$ cat config.mk
export PLATFORM = sky130hd
export DESIGN_NAME = fcc_control
export DESIGN_NICKNAME = d
export VERILOG_FILES = /design/src/design/fcc_pkg.sv /design/src/design/fcc_slot_counter.sv /design/src/design/fcc_control.sv
export VERILOG_INCLUDE_DIRS = /design/src /design/src/design
export SDC_FILE = /design/constraint.sdc
export NUM_CORES = 1
export LEC_CHECK = 0
export ABC_CLOCK_PERIOD_IN_PS = 2700
export BUFFER_PORTS_ARGS = -buffer_cell sky130_fd_sc_hd__buf_2
export CORE_ASPECT_RATIO = 0.5
export CORE_UTILIZATION = 50
export CTS_CLUSTER_SIZE = 16
export DETAILED_ROUTE_END_ITERATION = 8
export HOLD_SLACK_MARGIN = 0.15
export PLACE_DENSITY = 0.75
export SLEW_MARGIN = 20
export SYNTH_ARGS = -nofsm -noshare
export SYNTH_HDL_FRONTEND = slang
export SYNTH_HIERARCHICAL = 1
export SYNTH_SLANG_ARGS = --single-unit
$ cat constraint.sdc
create_clock -name clk -period 2.7 [get_ports clk]
set_clock_uncertainty 0.1 [all_clocks]
set_input_delay 0.54 -clock clk [delete_from_list [all_inputs] [get_ports clk]]
set_output_delay 0.54 -clock clk [all_outputs]
set_load 0.02 [all_outputs]
$ cat src/design/fcc_defs.svh
/*
 Constants for the fault capture control word: field positions, reset values, counts.
 Assumes inclusion by the package and the design modules; holds definitions only.
*/
`ifndef FCC_DEFS_SVH
`define FCC_DEFS_SVH
`define FCC_CMD_CODE      8'hf3
`define FCC_BIT_ARM       15
`define FCC_CNT_HI        11
`define FCC_CNT_LO        8
`define FCC_BIT_ONE_TIME  7
`define FCC_BIT_AFTER_EN  6
`define FCC_SEL_HI        4
`define FCC_SEL_LO        2
`define FCC_BIT_ERASE     1
`define FCC_BIT_ENABLE    0
`define FCC_SLOTS         4'h8
`define FCC_ZERO16        16'h0000
`define FCC_ERASE_MS      20
`define FCC_CLK_MHZ       100
`endif

$ cat src/design/fcc_pkg.sv
/*
 Types shared by the fault capture control logic.
 Assumes fcc_defs.svh is on the include path.
*/
`include "fcc_defs.svh"
package fcc_pkg;
  typedef struct packed {
    logic       arm;
    logic       one_time;
    logic       after_en;
    logic [2:0] sel;
    logic       enable;
  } fcc_cfg_s;
  typedef enum logic [1:0] {FCC_IDLE, FCC_ERASE, FCC_STORE} fcc_state_e;
endpackage : fcc_pkg

$ cat src/design/fcc_slot_counter.sv
/*
 Free record slot counter with erase restore and store decrement.
 Assumes erase and store never both asserted meaningfully; erase wins.
*/
`include "fcc_defs.svh"
module fcc_slot_counter
  import fcc_pkg::*;
#(
  parameter int SLOTS = 8
) (
  input  wire logic       clk,
  input  wire logic       nrst,
  input  wire logic       erase,
  input  wire logic       store,
  output logic [3:0]      free_q,
  output logic            empty_q
);
  // Count is four bits and the slot index three, so eight is the ceiling
  if (SLOTS < 1 || SLOTS > 8) begin : g_bad_slots
    $error("SLOTS out of range");
  end
  always_ff @(posedge clk) begin
    if (!nrst) begin
      free_q <= 4'h0;
    end else if (erase) begin
      free_q <= 4'(SLOTS);
    end else if (store && free_q != 4'h0) begin
      free_q <= free_q - 4'h1;
    end
  end
  always_ff @(posedge clk) begin
    if (!nrst) begin
      empty_q <= 1'b1;
    end else if (erase) begin
      empty_q <= 1'b0;
    end else if (store && free_q == 4'h1) begin
      empty_q <= 1'b1;
    end
  end
endmodule : fcc_slot_counter

$ cat src/design/fcc_control.sv
/*
 Fault capture control word behind the management command decoder.
 Assumes the command decoder presents whole 16-bit writes as one-cycle strobes,
 and that fault, output state and flash ready come synchronous to clk.
*/
`include "fcc_defs.svh"
module fcc_control
  import fcc_pkg::*;
#(
  parameter int SLOTS       = 8,
  parameter int ERASE_TICKS = `FCC_ERASE_MS * 1000 * `FCC_CLK_MHZ
) (
  input  wire logic        clk,
  input  wire logic        nrst,
  input  wire logic        wr_stb,
  input  wire logic [15:0] wr_data,
  output logic [15:0]      rd_data_q,
  input  wire logic        fault,
  input  wire logic        out_enabled,
  input  wire logic        out_disable,
  input  wire logic        flash_done,
  output logic             snap_live_q,
  output logic             store_req_q,
  output logic [2:0]       store_slot_q,
  output logic             erase_req_q,
  output logic             erase_busy_q,
  output logic [2:0]       read_sel_q
);
  fcc_cfg_s   cfg_q;
  fcc_state_e st_q;
  logic [3:0] free_q;
  logic       empty_q;
  logic [31:0] tick_q;
  logic       took_one_q;
  logic       erase_go;
  logic       store_go;
  logic       capture_ok;

  // Elaboration checks: counter is four bits, slot index three bits
  if (SLOTS < 1 || SLOTS > 8) begin : g_bad_slots
    $error("SLOTS out of range");
  end
  if (ERASE_TICKS < 1) begin : g_bad_ticks
    $error("ERASE_TICKS must be positive");
  end

  // Readback image of the control word; count is live, erase bit never stored
  function automatic logic [15:0] fcc_pack_word(input fcc_cfg_s c, input logic [3:0] free);
    logic [15:0] w;
    w                          = `FCC_ZERO16;
    w[`FCC_BIT_ARM]            = c.arm;
    w[`FCC_CNT_HI:`FCC_CNT_LO] = free;
    w[`FCC_BIT_ONE_TIME]       = c.one_time;
    w[`FCC_BIT_AFTER_EN]       = c.after_en;
    w[`FCC_SEL_HI:`FCC_SEL_LO] = c.sel;
    w[`FCC_BIT_ENABLE]         = c.enable;
    return w;
  endfunction : fcc_pack_word

  // Erase only when the bit is set; other bits of that word are dropped
  assign erase_go = wr_stb && wr_data[`FCC_BIT_ERASE] && st_q == FCC_IDLE;
  // Gating: enabled, armed, slot left, output state and one-shot limits
  assign capture_ok = cfg_q.enable && cfg_q.arm && !empty_q
                    && (!cfg_q.after_en || out_enabled)
                    && (!cfg_q.one_time || !took_one_q);
  assign store_go = fault && capture_ok && st_q == FCC_IDLE && !wr_stb;

  always_ff @(posedge clk) begin
    if (!nrst) begin
      cfg_q <= '0;
    end else if (wr_stb && !wr_data[`FCC_BIT_ERASE] && st_q == FCC_IDLE) begin
      cfg_q.arm      <= wr_data[`FCC_BIT_ARM];
      cfg_q.one_time <= wr_data[`FCC_BIT_ONE_TIME];
      cfg_q.after_en <= wr_data[`FCC_BIT_AFTER_EN];
      cfg_q.sel      <= wr_data[`FCC_SEL_HI:`FCC_SEL_LO];
      cfg_q.enable   <= wr_data[`FCC_BIT_ENABLE];
    end
  end

  // One-shot: records stop once a store has been taken with out_disable high
  always_ff @(posedge clk) begin
    if (!nrst) begin
      took_one_q <= 1'b0;
    end else if (erase_go || (wr_stb && !cfg_q.one_time)) begin
      took_one_q <= 1'b0;
    end else if (store_go && cfg_q.one_time && out_disable) begin
      took_one_q <= 1'b1;
    end
  end

  always_ff @(posedge clk) begin
    if (!nrst) begin
      st_q   <= FCC_IDLE;
      tick_q <= 32'h0;
    end else begin
      case (st_q)
        FCC_IDLE: begin
          if (erase_go) begin
            st_q   <= FCC_ERASE;
            tick_q <= 32'(ERASE_TICKS - 1);
          end else if (store_go) begin
            st_q <= FCC_STORE;
          end
        end
        FCC_ERASE: begin
          // Host stays off the bus meanwhile; writes here are dropped anyway
          if (tick_q == 32'h0) begin
            st_q <= FCC_IDLE;
          end else begin
            tick_q <= tick_q - 32'h1;
          end
        end
        FCC_STORE: begin
          if (flash_done) begin
            st_q <= FCC_IDLE;
          end
        end
        default: st_q <= FCC_IDLE;
      endcase
    end
  end

  fcc_slot_counter #(
    .SLOTS (SLOTS)
  ) u_slots (
    .clk     (clk),
    .nrst    (nrst),
    .erase   (erase_go),
    .store   (store_go),
    .free_q  (free_q),
    .empty_q (empty_q)
  );

  // Pulse and slot index to the flash store engine
  always_ff @(posedge clk) begin
    if (!nrst) begin
      store_req_q  <= 1'b0;
      store_slot_q <= 3'h0;
    end else begin
      store_req_q  <= store_go;
      // Index held between stores so a slow engine may latch it late
      store_slot_q <= store_go ? 3'(SLOTS - int'(free_q)) : store_slot_q;
    end
  end

  // Erase pulse and the quiet window that follows it
  always_ff @(posedge clk) begin
    if (!nrst) begin
      erase_req_q  <= 1'b0;
      erase_busy_q <= 1'b0;
    end else begin
      erase_req_q  <= erase_go;
      erase_busy_q <= erase_go || (st_q == FCC_ERASE && tick_q != 32'h0);
    end
  end

  // Record select and live image gate, registered so outputs never glitch
  always_ff @(posedge clk) begin
    if (!nrst) begin
      read_sel_q  <= 3'h0;
      snap_live_q <= 1'b0;
    end else begin
      read_sel_q  <= cfg_q.sel;
      snap_live_q <= cfg_q.enable;
    end
  end

  // Readback: erase bit and unused bits always zero
  always_ff @(posedge clk) begin
    if (!nrst) begin
      rd_data_q <= `FCC_ZERO16;
    end else begin
      rd_data_q <= fcc_pack_word(cfg_q, free_q);
    end
  end
endmodule : fcc_control

Word level (Yosys, flattened, before mapping)
Cells that the tools add are included.
Widths: inputs -> output; s select.
{"block": "totals", "output_inout_bits": 26, "ff_bits": 73, "elab_cells": 81, "inputBits": 23}
{"block": "op_classes", "n_eq_ne": 8, "mux": 12, "n_addsub": 3, "bitwise_logic": 1, "reduce_logical": 38}
{"op": "$mux 32", "n": 2}
{"op": "$pmux 32 s2", "n": 1}
{"op": "$logic_not 32->1", "n": 1}
{"op": "$reduce_bool 32->1", "n": 1}
{"op": "$sub 32x1->32 const B", "n": 1}
{"op": "$logic_and 1x1->1", "n": 17}
{"op": "$mux 2", "n": 4}
{"op": "$mux 4", "n": 2}
{"op": "$ne 2x2->1 const B", "n": 4}
{"op": "$logic_not 1->1", "n": 6}
{"op": "$pmux 2 s3", "n": 1}
{"op": "$reduce_and 3->1", "n": 2}
{"op": "$reduce_bool 2->1", "n": 3}
{"op": "$eq 4x1->1 const B", "n": 1}
{"op": "$logic_or 1x1->1", "n": 4}
{"op": "$reduce_bool 4->1", "n": 1}
{"op": "$reduce_or 2->1", "n": 2}
{"op": "$sub 4x1->4 const B", "n": 1}
{"op": "$ne 3x3->1 const B", "n": 1}
{"op": "$sub 1x3->3 const A", "n": 1}
{"op": "$eq 2x1->1 const B", "n": 1}
{"op": "$eq 2x2->1 const B", "n": 1}
{"op": "$logic_not 2->1", "n": 1}
{"op": "$mux 1", "n": 2}
{"op": "$not 1->1", "n": 1}

Longest topological paths before layout
Gate-level depths: netlist (run 1).
{"block": "logic_depth", "depth_word": 10, "ltp_mapped": 8, "mapped_depth_nobuf": 7}

By module
The synthesis (run 1) kept the hierarchy.
{"mod": "fcc_control", "instances": 1, "area_per_inst_um2": 2596.2, "seq_area_each_um2": 1181.1, "cells_per_inst": 286}
{"mod": "fcc_slot_counter", "instances": 1, "area_per_inst_um2": 266.5, "seq_area_each_um2": 100.1, "cells_per_inst": 28}

Least setup slack after synthesis (run 1)
Ideal clock, no wire load.
{"block": "synth_timing", "path_type": "input to register", "startpoint": "in wr_stb", "endpoint": "reg u_slots.free_q[3]", "arrival_ps": 2568, "setup_slack_ps": -82, "stages": 6, "path_buffers": 0, "required_ps": 2485, "setup_ps": 115, "path_cell_list": "nor4b_1 > nand3_1 > nor3_1 > nor4b_2 > mux2_1 > o21a_1"}
{"block": "synth_via", "elab_chain_cells": 4, "elab_cells_between_ends": 7, "cone_classes": "1 x mux; 6 x reduce/logical"}
{"element": "start, declared", "line": "fcc_control.sv:15", "text": "input wire logic wr_stb,"}
{"element": "$logic_not 1->1", "line": "fcc_control.sv:66", "text": "assign store_go = fault && capture_ok && st_q == FCC_IDLE && !wr_stb;"}
{"element": "$logic_and 1x1->1", "line": "fcc_control.sv:66"}
{"element": "via store_go", "line": "fcc_control.sv:36", "text": "logic store_go;"}
{"element": "$logic_and 1x1->1", "line": "fcc_slot_counter.sv:27", "text": "end else if (store && free_q != 4'h0) begin"}
{"element": "$reduce_bool 2->1 (no source line)"}
{"element": "end signal, assigned", "line": "fcc_slot_counter.sv:26", "text": "free_q <= 4'(SLOTS);"}
{"element": "end signal, assigned", "line": "fcc_slot_counter.sv:28", "text": "free_q <= free_q - 4'h1;"}
{"element": "end, declared", "line": "fcc_slot_counter.sv:15", "text": "output logic [3:0] free_q,"}
The timed path passes the listed nets, and every way through them passes these cells.
A chain may end at the register's enable or synchronous reset.

Final worst setup path (run 1)
{"block": "layout_timing", "startpoint": "reg tick_q[8]", "endpoint": "reg tick_q[19]"}
{"block": "layout_via", "elab_chain_cells": 3, "elab_cells_between_ends": 6, "cone_classes": "1 x add/sub; 1 x eq/ne; 2 x mux; 2 x reduce/logical"}
{"element": "start, declared", "line": "fcc_control.sv:33", "text": "logic [31:0] tick_q;"}
{"element": "start signal, assigned", "line": "fcc_control.sv:100", "text": "tick_q <= 32'(ERASE_TICKS - 1);"}
{"element": "start signal, assigned", "line": "fcc_control.sv:110", "text": "tick_q <= tick_q - 32'h1;"}
{"element": "$sub 32x1->32 or $logic_not 32->1 (tied branches)", "line": "fcc_control.sv:110, fcc_control.sv:107"}
{"element": "$mux 32 or $ne 2x2->1 (tied branches)"}
{"element": "$pmux 32 s2 or $reduce_and 3->1 (tied branches)"}
Parallel ways exist; a longest one is shown, timed or not. The select of a mux whose other input is x is not followed.

==> results.md, run 1 <==
- FMAX: 382.5 MHz
- Reg2reg setup slack: 0.09 ns
- Endpoint class of the critical path: flop
- Drt drc: 0
- Port Buffer Count: 35
- Period utilization: 96.84%
- First DRT Iteration DRCs: 209
- Clk sinks: 64
- Die W: 109.0 µm
- EDFF count, synth: 0
- Largest area contributor in the netlist: dfxtp_1
- Final min period: around 2.6 ns
- Grt ovf: 0
- Setup_tns: 0 ns
- Hold_buf cts: 0
- Later-pin clock latency in the skew report: 0.33 ns
- Synth unique cells: 57
- Hold WC Path Type: in -> reg
- CTS root buffer: clkbuf_16
- Fin. Hold Viols: 0
- Average cell area after synthesis: roughly 9.1 µm²
- Worst Hold End: cfg_q[0]
- Max FO, Critical Path: 6
- Syn. warnings: 6
- Initial antenna violation count: 0
- Place WS: 0.09954 ns
- WS Path Type: reg -> reg
- H-tree depth: 3
- Vias in the first global route: 2335
- Total power draw: around 0.0028 W
- Placed cells: 423
- TritonCTS clock tree: done
- Worst-Margin Slew: 0.6571 ns
- DR pass1 iterations: 4
- Vias per cell: 5.747
- Reg2Reg Launch Point: tick_q[8]
- Critical Path AT: 2.76 ns
- Max rail drop VDD: between 0.4 and 0.5 mV
- Initial Util: 52.13%
- Area share of the largest cell type after synthesis: 44.76%
- Clock Path Buffers: 2
- Net count, final: 388
- Startpoint Class: flop
- Max cap viols: 0
- Post-DP HPWL: 4.354 mm
- Hold depth: 3
- R2R Path End: tick_q[19]
- N_diodes: 0
- Synth async-reset ratio: 0%
- Synth Instances: 314
- Post-DRT Antenna Nets: 0
- Fin. max-slew vios: 0
- Vias: 2523
- Core area: around 0.0055 mm²
- Status: finished, final reports clean
- PwrDens: 796.7 mW/mm²
- Top FF cell, synth: dfxtp_1
- Critical Path RT: 2.84 ns
- Mapped Area: 0.002863 mm²
- Max_slew headroom: 55.99%
- Finished Core Util: 64.71%
- HP Start: wr_data[0]
- Largest net degree at the start of global routing: 17
- Leak: around 1.4 nW
- Row cnt: 19
- #FFs+latches synth: 64
- Clock slew at reported path FFs: ~0.05 ns
- Depth of the worst register-to-register path: 5
- RSZ-0062 raised after global routing: false
- Final wirelength: 6.315 mm
- Die area: around 0.0061 mm²
- Layout cells sized above 1: 25.68%
- I/O pin count: 49
- Layout area overhead: 24.13%
- Final setup fails: 0
- GRT Resource Usage Total: between 20% and 30%
- Seq/Total Area, Yosys: between 40% and 50%
- Setup ws final: 0.08536 ns
- Final cell count without fillers: 439
- CTS buffer count: 9
- Global-route wire length before repair: 10.58 mm
- RD Place Congestion: 0.7668
- Post-DR wirelength/cell: 14.38 µm
- Vert. Die Dim: 55.51 µm
- Synth area leaders: dfxtp_1 45%, a21oi_1 4.2%, mux2i_1 4.2%
## kinds of logic after synthesis
logic type,count (synthesis),share of synthesized area [%]
AND/OR/NAND/NOR,122,25.18
AO/OA/AOI/OAI,73,16.17
flip-flops,64,44.76
buffers and inverters,31,5.594
multiplexers,13,4.589
XOR/XNOR,6,1.836
adder cells (fa/ha/maj),4,1.748
other,1,0.1310
## cell type report
type	count	area, µm²
clock inverters	6	137.6
inverters	9	33.78
repair buffers	54	317.8
well taps	73	91.34
clock buffers	10	239.0
fillers	442	1938
multi-input cells	223	1453
flip-flops and latches	64	1281
## state kept, by name, summed over array words and instances (netlist names)
| signal | cells |
|---|---|
| cfg_q | 7 |
| erase_busy_q | 1 |
| erase_req_q | 1 |
| rd_data_q | 9 |
| read_sel_q | 2 |
| st_q | 2 |
| store_req_q | 1 |
| store_slot_q | 3 |
| tick_q | 32 |
| took_one_q | 1 |
| u_slots/empty_q | 1 |
| u_slots/free_q | 4 |
## worst max path at each step
stage / start / end / depth (start not counted)
3_5_place_dp: tick_q[14] / tick_q[29] / 6
2_1_floorplan: tick_q[17] / tick_q[27] / 7
4_1_cts: tick_q[14] / tick_q[19] / 5
5_1_grt: tick_q[8] / tick_q[27] / 6
3_3_place_gp: tick_q[8] / tick_q[27] / 6
6_report: tick_q[8] / tick_q[19] / 5
## power by group
part,internal [W],leakage (nW),switching (W)
Combinational,0.000156,0.722,0.000203
Sequential,0.000988,0.521,0.0000394
Clock,0.00103,0.184,0.000419
Total,0.00217,1.43,0.000661
## through the flow
step,area [µm²],hold WS [ns]
final,3553,0.3564
after floorplan,2883,0.3291
after global routing,3553,0.3648
after CTS,3548,0.3579
after global placement,3172,0.3321
after detailed placement,3172,0.3373
## cells in the mapped netlist (all sizes together) (3+ instances only)
cell    number
dfxtp       64
nor2        27
a21oi       25
nand2       15
or4         14
o21ai       13
or3         13
buf         12
mux2i       12
and2        10
clkbuf      10
nor4        10
a31oi        9
inv          8
o31ai        7
or2          7
nor3         5
xor2         5
ha           4
nand3        4
nand2b       3
nand4b       3
o211ai       3
o311ai       3
## placed cells by master, fill, tap and decap left out, types with 4 or more instances in the layout
cell	synthesis	routed
dfxtp_1	64	64
buf_2	1	35
nor2_1	27	27
a21oi_1	24	24
buf_4	9	19
nand2_1	15	15
o21ai_0	13	13
or3_1	12	12
mux2i_1	12	12
and2_1	10	10
nor4_1	10	9
a31oi_1	9	9
clkbuf_16	0	9
inv_1	8	8
or4_1	9	8
or2_2	7	7
o31ai_1	7	7
xor2_1	5	5
conb_1	1	5
nand3_1	4	4
ha_1	4	4
bufinv_16	0	4
## per-layer routing
layer / part of all wire (%) / track usage, % / routed length, µm / up-vias
li1: - / - / - / 1244
met1: 45 / 27.50 / 2859 / 1204
met2: 48 / 38.01 / 3052 / 67
met3: 5.7 / 8.028 / 358 / 8
met4: 0.71 / 5.405 / 45 / 0
met5: 0 / 0 / 0 / -
## worst max-delay path, cell delays in order (launching register included)
cell,delay [ns]
dfxtp_1,0.34
or4_1,0.55
or3_1,0.38
a311o_2,0.40
or4_2,0.56
a31oi_1,0.20
## timing repair
action / 4_1_cts / 5_1_grt
setup endpoints to repair: 0 / 7
gates resized for setup: 0 / 2
setup buffers: 0 / 0
Power figures use the tool's default switching activity.
==> inputs of run 2 (changes only) <==
- CORE_UTILIZATION: 50 -> 52
- CTS_BUF_LIST: unset -> sky130_fd_sc_hd__clkbuf_2 sky130_fd_sc_hd__clkbuf_4 sky130_fd_sc_hd__clkbuf_8
- PLACE_DENSITY: 0.75 -> 0.78
==> run 2 against run 1 <==
Design area fell by 6.0%. Total power is 24% lower. Worst hold slack lost 0.021 ns. Sequential cell count did not move. Worst setup slack improved by 0.027 ns. Count of clock-buffer cells in the layout shrank 1. First-iteration DRC count shrank 44%. Final cell count fell by 2.1%. Clock power fell by 46%. Maximum frequency up 1.0%.
==> results.md, run 2 (synthesis gave the netlist of run 1 again) <==
- Die area: 0.005824 mm²
- Leak: between 1 and 1.5 nW
- CTS buffer count: 9
- Post-DRT Antenna Nets: 0
- First DRT Iteration DRCs: between 100 and 150
- Wl on met1: 2.747 mm
- DR top layer: met4
- Period utilization: 95.85%
- Later-pin clock latency in the skew report: 0.34 ns
- Number of flip-flops in the largest register: 32
- Drt drc: 0
- Initial Util: a little under three fifths
- Final wirelength: approximately 6.3 mm
- WS Path Type: reg -> reg
- Net count, final: 383
- Final setup fails: 0
- H-tree depth: 3
- Largest registers: tick_q x32, rd_data_q x9, cfg_q x7
- Max_slew headroom: 55.42%
- Cell Area, Placed: between 0.003 and 0.004 mm²
- RSZ-0062 raised after global routing: false
- Max FO, Critical Path: 8
- Reg with most FFs: tick_q
- Most frequent cells in the layout: 64 x dfxtp_1, 35 x buf_2, 27 x nor2_1
- Critical Path RT: 2.87 ns
- Core area: 0.005112 mm²
- Final min period: 2.588 ns
- Routed wl met2: 2.993 mm
- Row cnt: 18
- DR pass1 iterations: 4
- Layout area overhead: 16.70%
- Worst Hold Slack: 0.3351 ns
- Vias in the first global route: 2263
- Resized cells post-CTS: 0
- Port Buffer Count: 35
- GRT Resource Usage Total: 23.50%
- Vert. Die Dim: 54.47 µm
- CTS root buffer: clkbuf_8
- Startpoint Class: flop
- Clock power frac: 36.0%
- Vias per cell: 5.809
- Vias: roughly 2500
- Die W: 106.9 µm
- Hold_buf cts: 0
- PwrDens: 647.5 mW/mm²
- Sw Ratio: between 20% and 30%
- Global-route wire length before repair: between 10 and 15 mm
- TritonCTS clock tree: done
- Logic pwr share: 16.4%
- Endpoint class of the critical path: flop
- N_diodes: 0
- DR WL met3: 448 µm
- Reg2reg setup slack: between 0.1 and 0.15 ns
- Initial antenna violation count: 0
- Internal power: around 0.0016 W
- RD Place Congestion: 0.8254
- Post-DP HPWL: 4.274 mm
- FMAX: roughly 390 MHz
- Worst-Margin Slew: 0.6656 ns
- Fin. Hold Viols: 0
- Max rail drop VDD: 0.2912 mV
- Layout cells sized above 1: 24.72%
- Largest net degree at the start of global routing: 29
- Leading cell type in the layout, fill and taps excluded: dfxtp_1
- Grt ovf: 0
- Total power draw: 0.002163 W
- Critical Path AT: 2.76 ns
- Setup Fix Bufs, Post-CTS: 0
- Max cap viols: 0
- Fin. max-slew vios: 0
- Clock Path Buffers: 2
- Hold WC Path Type: in -> reg
- Clock slew at reported path FFs: about 0.070 ns
- Finished Core Util: 65.35%
- Psw: 0.0006100 W
- I/O pin count: 49
- Flop pwr share: 47.6%
- Status: finished, final reports clean
- Setup_tns: 0 ns
- Post-DR wirelength/cell: 14.56 µm
- Clk sinks: 64
- Fin area: 0.003341 mm²
==> run 2: per-layer routing <==
layer / vias up / global-route usage [%]
li1: 1226 / -
met1: 1181 / 25.69
met2: 83 / 42.69
met3: 8 / 8.333
met4: 0 / 10.96
met5: - / 0
==> run 2: metrics by stage <==
step	setup WS [ns]	std cells
after global placement	0.1128	415
final	0.1120	430
after detailed placement	0.09184	415
after CTS	0.04119	430
after floorplan	0.07709	318
after global routing	0.02089	430
==> run 2: power by group through the flow <==
stage                     registers [W]  logic, W  clock network [W]
after global routing            0.00104  0.000388           0.000841
after global placement          0.00104  0.000325                  0
after CTS                       0.00103  0.000340           0.000796
after detailed placement        0.00105  0.000336                  0
after floorplan                 0.00104  0.000247                  0
final                           0.00103  0.000355           0.000779
==> run 2: layout make-up <==
| class | count | area [µm²] |
|---|---|---|
| Fill cell | 423 | 1772 |
| Multi-Input combinational cell | 223 | 1473 |
| Tap cell | 70 | 87.58 |
| Sequential cell | 64 | 1281 |
| Clock inverter | 6 | 61.31 |
| Inverter | 9 | 33.78 |
| Clock buffer | 9 | 123.9 |
| Timing Repair Buffer | 49 | 280.3 |
==> run 2: path summary, 6_finish.rpt <==
check / start / to / cells past startpoint
worst max-delay path: tick_q[17] / tick_q[29] / 5
worst max register to register: tick_q[17] / tick_q[29] / 5
worst min-delay path: wr_data[2] / cfg_q[1] / 3
worst min register to register: cfg_q[2] / read_sel_q[1] / 1
==> run 2: worst max-delay path: stages, from the launching register on <==
cell and delay (ns):
dfxtp_1 0.36, or4_4 0.57, or4_4 0.46, or3_4 0.39, or4_1 0.48, a21oi_1 0.15
==> inputs of run 3 (changes only) <==
- SYNTH_HIERARCHICAL: 1 -> unset
==> run 3 against run 2 <==
Combinational power grew 8.5%. Sequential cell count is the same. Highest routed layer unchanged. Global-route usage shrank 0.13 points. Sequential share of layout area shrank 0.31 points.
==> results.md, run 3 <==
- Status: finished, final reports clean
- Top FF cell, synth: dfxtp_1
- Synth async-reset ratio: 0%
- Syn. warnings: 0
- Setup_tns: 0 ns
- Max_slew headroom: between 50% and 60%
- FMAX: 412.3 MHz
- Vert. Die Dim: 54.94 µm
- Vias: 2532
- Fin. max-slew vios: 0
- Crit-path max cell delay: 0.63 ns
- EDFF count, synth: 0
- Synth top cells by count: 64 x dfxtp_1, 33 x nor2_1, 22 x a21oi_1
- Drt drc: 0
- Most frequent cells in the layout: 64 x dfxtp_1, 35 x buf_2, 33 x nor2_1
- Placed cells: 422
- First DRT Iteration DRCs: 154
- Die W: 107.9 µm
- Post-DR wirelength/cell: 14.40 µm
- Port Buffer Count: 35
- Leading cell type in the layout, fill and taps excluded: dfxtp_1
- Area share of the largest cell type after synthesis: around 44%
- Global-route wire length before repair: approximately 10 mm
- Synth unique cells: 48
- Clock Path Buffers: 2
- Setup Fix Bufs, Post-CTS: 0
- Mapped Area: 0.002914 mm²
- Fillers: 404
- Later-pin clock latency in the skew report: 0.35 ns
- Post-DP HPWL: 4.305 mm
- Worst-Margin Slew: 0.7182 ns
- TritonCTS clock tree: done
- #FFs+latches synth: between 60 and 70
- Largest area contributor in the netlist: dfxtp_1
- Vias per cell: a little under 6
- Synth Instances: about 330
- Final cell count without fillers: approximately 440
- Hold WC Path Type: in -> reg
- Final setup fails: 0
- Core area: a little over 0.005 mm²
- Crit-path leading delay family: simple AND/OR/NAND/NOR gates
- Reg with most FFs: tick_q
- Endpoint class of the critical path: flop
- Cells along the critical path: inv_1, ha_1, or4b_2, nor4_2, nor4b_4, or4_1, a21oi_1
- Die area: 0.005926 mm²
- Seq/Total Area, Yosys: 43.97%
- Number of flip-flops in the largest register: 32
- Row cnt: 18
- CTS buffer count: 9
- Largest registers: tick_q x32, rd_data_q x9, cfg_q x7
- Initial antenna violation count: 0
- RD Place Congestion: slightly above 0.8
- Largest net degree at the start of global routing: 29
- Max rail drop VDD: around 0.38 mV
- Synth area leaders: dfxtp_1 44%, nor2_1 4.3%, or4_1 4.1%
- Layout area overhead: 15.59%
- Net count, final: 389
- CTS root buffer: clkbuf_8
- Average cell area after synthesis: 8.966 µm²
- Fin. Hold Viols: 0
- PwrDens: 680.4 mW/mm²
- Max FO, Critical Path: 5
- WS Path Type: reg -> reg
- Post-DRT Antenna Nets: 0
- Critical Path AT: 2.52 ns
- GRT Resource Usage Total: 23.37%
- H-tree depth: 3
- DR pass1 iterations: 4
- Grt ovf: 0
- Clk sinks: 64
- Final min period: 2.426 ns
- Finished Core Util: 65.31%
- Vias in the first global route: 2373
- Startpoint Class: flop
- Crit path buffers/inverters: 1
- Layout cells sized above 1: 20.71%
- Max cap viols: 0
- Leak: 1.304 nW
- Period utilization: 89.83%
- Final wirelength: 6.291 mm
- Slowest CP cell: or4b_2
- Critical Path RT: 2.79 ns
- N_diodes: 0
- RSZ-0062 raised after global routing: false
- Count leader, synth: dfxtp_1
- Worst Hold Slack: 0.3343 ns
- I/O pin count: 49
- Clock slew at reported path FFs: 0.07 ns
- Initial Util: 56.50%
run 3: changes by cell type after synthesis, sizes merged, moves of 4 or more:
cell	before	now
a31oi	9	14
xnor2	1	8
o31ai	7	12
or3	13	17
nand4	0	4
nor2	27	33
run 3: cell families after synthesis:
logic type | synth area share [%]
mux | 3.435
fa+ha+maj | 1.288
xor+xnor | 3.006
compound gates | 13.95
other cells | 0.1287
buf+inv | 5.410
simple gates | 28.81
flops | 43.97
run 3: worst paths after layout:
kind | from | slack [ns] | depth (start not counted) | end
setup reg to reg | tick_q[0] | 0.27 | 7 | tick_q[31]
hold / removal | wr_data[3] | 0.33 | 3 | cfg_q[2]
setup / recovery | tick_q[0] | 0.27 | 7 | tick_q[31]
hold reg to reg | store_slot_q[2] | 0.36 | 2 | store_slot_q[2]
run 3: stage by stage:
| step | total power (W) | instance area (µm²) | setup slack (ns) |
|---|---|---|---|
| finish | 0.002292 | 3368 | 0.2745 |
| global route | 0.002387 | 3368 | 0.06711 |
| CTS | 0.002293 | 3356 | 0.1991 |
| detailed placement | 0.001418 | 3147 | 0.2364 |
| global placement | 0.001405 | 3147 | 0.3040 |
| floorplan | 0.001318 | 2929 | 0.4618 |
run 3: cell type report:
type / instances / area, µm² / share of cell area (%)
Clock buffer: 9 / 123.9 / 3.678
Clock inverter: 6 / 85.08 / 2.526
Inverter: 10 / 37.54 / 1.114
Multi-Input combinational cell: 233 / 1503 / 44.61
Sequential cell: 64 / 1281 / 38.04
Tap cell: 70 / 87.58 / 2.600
Timing Repair Buffer: 45 / 250.2 / 7.429
run 3: power by group:
part	leakage, nW	switching [W]	internal, W
registers	0.521	0.0000418	0.000987
clock network	0.101	0.000368	0.000510
logic	0.682	0.000231	0.000154
total	1.30	0.000641	0.00165
run 3: worst register-to-register path, delay by kind of cell, from the launching register on:
family / cells / cell delay (ns)
flops: 1 / 0.31
compound gates: 1 / 0.06
fa+ha+maj: 1 / 0.22
buf+inv: 1 / 0.08
simple gates: 4 / 1.49
run 3: what timing repair did:
action | in CTS | in global routing
endpoints found under the setup margin | 0 | 4
resized for setup | 0 | 2
hold buffers | 0 | 0
run 3: routing by layer:
| layer | share of wire [%] | vias to the layer above | GRT usage [%] | wire (µm) |
|---|---|---|---|---|
| met5 | 0 | - | 0 | 0 |
| met4 | 1.3 | 0 | 11.42 | 84 |
| met3 | 5.3 | 8 | 8.080 | 336 |
| met2 | 46 | 78 | 41.03 | 2923 |
| met1 | 47 | 1188 | 26.52 | 2947 |
| li1 | - | 1258 | - | - |
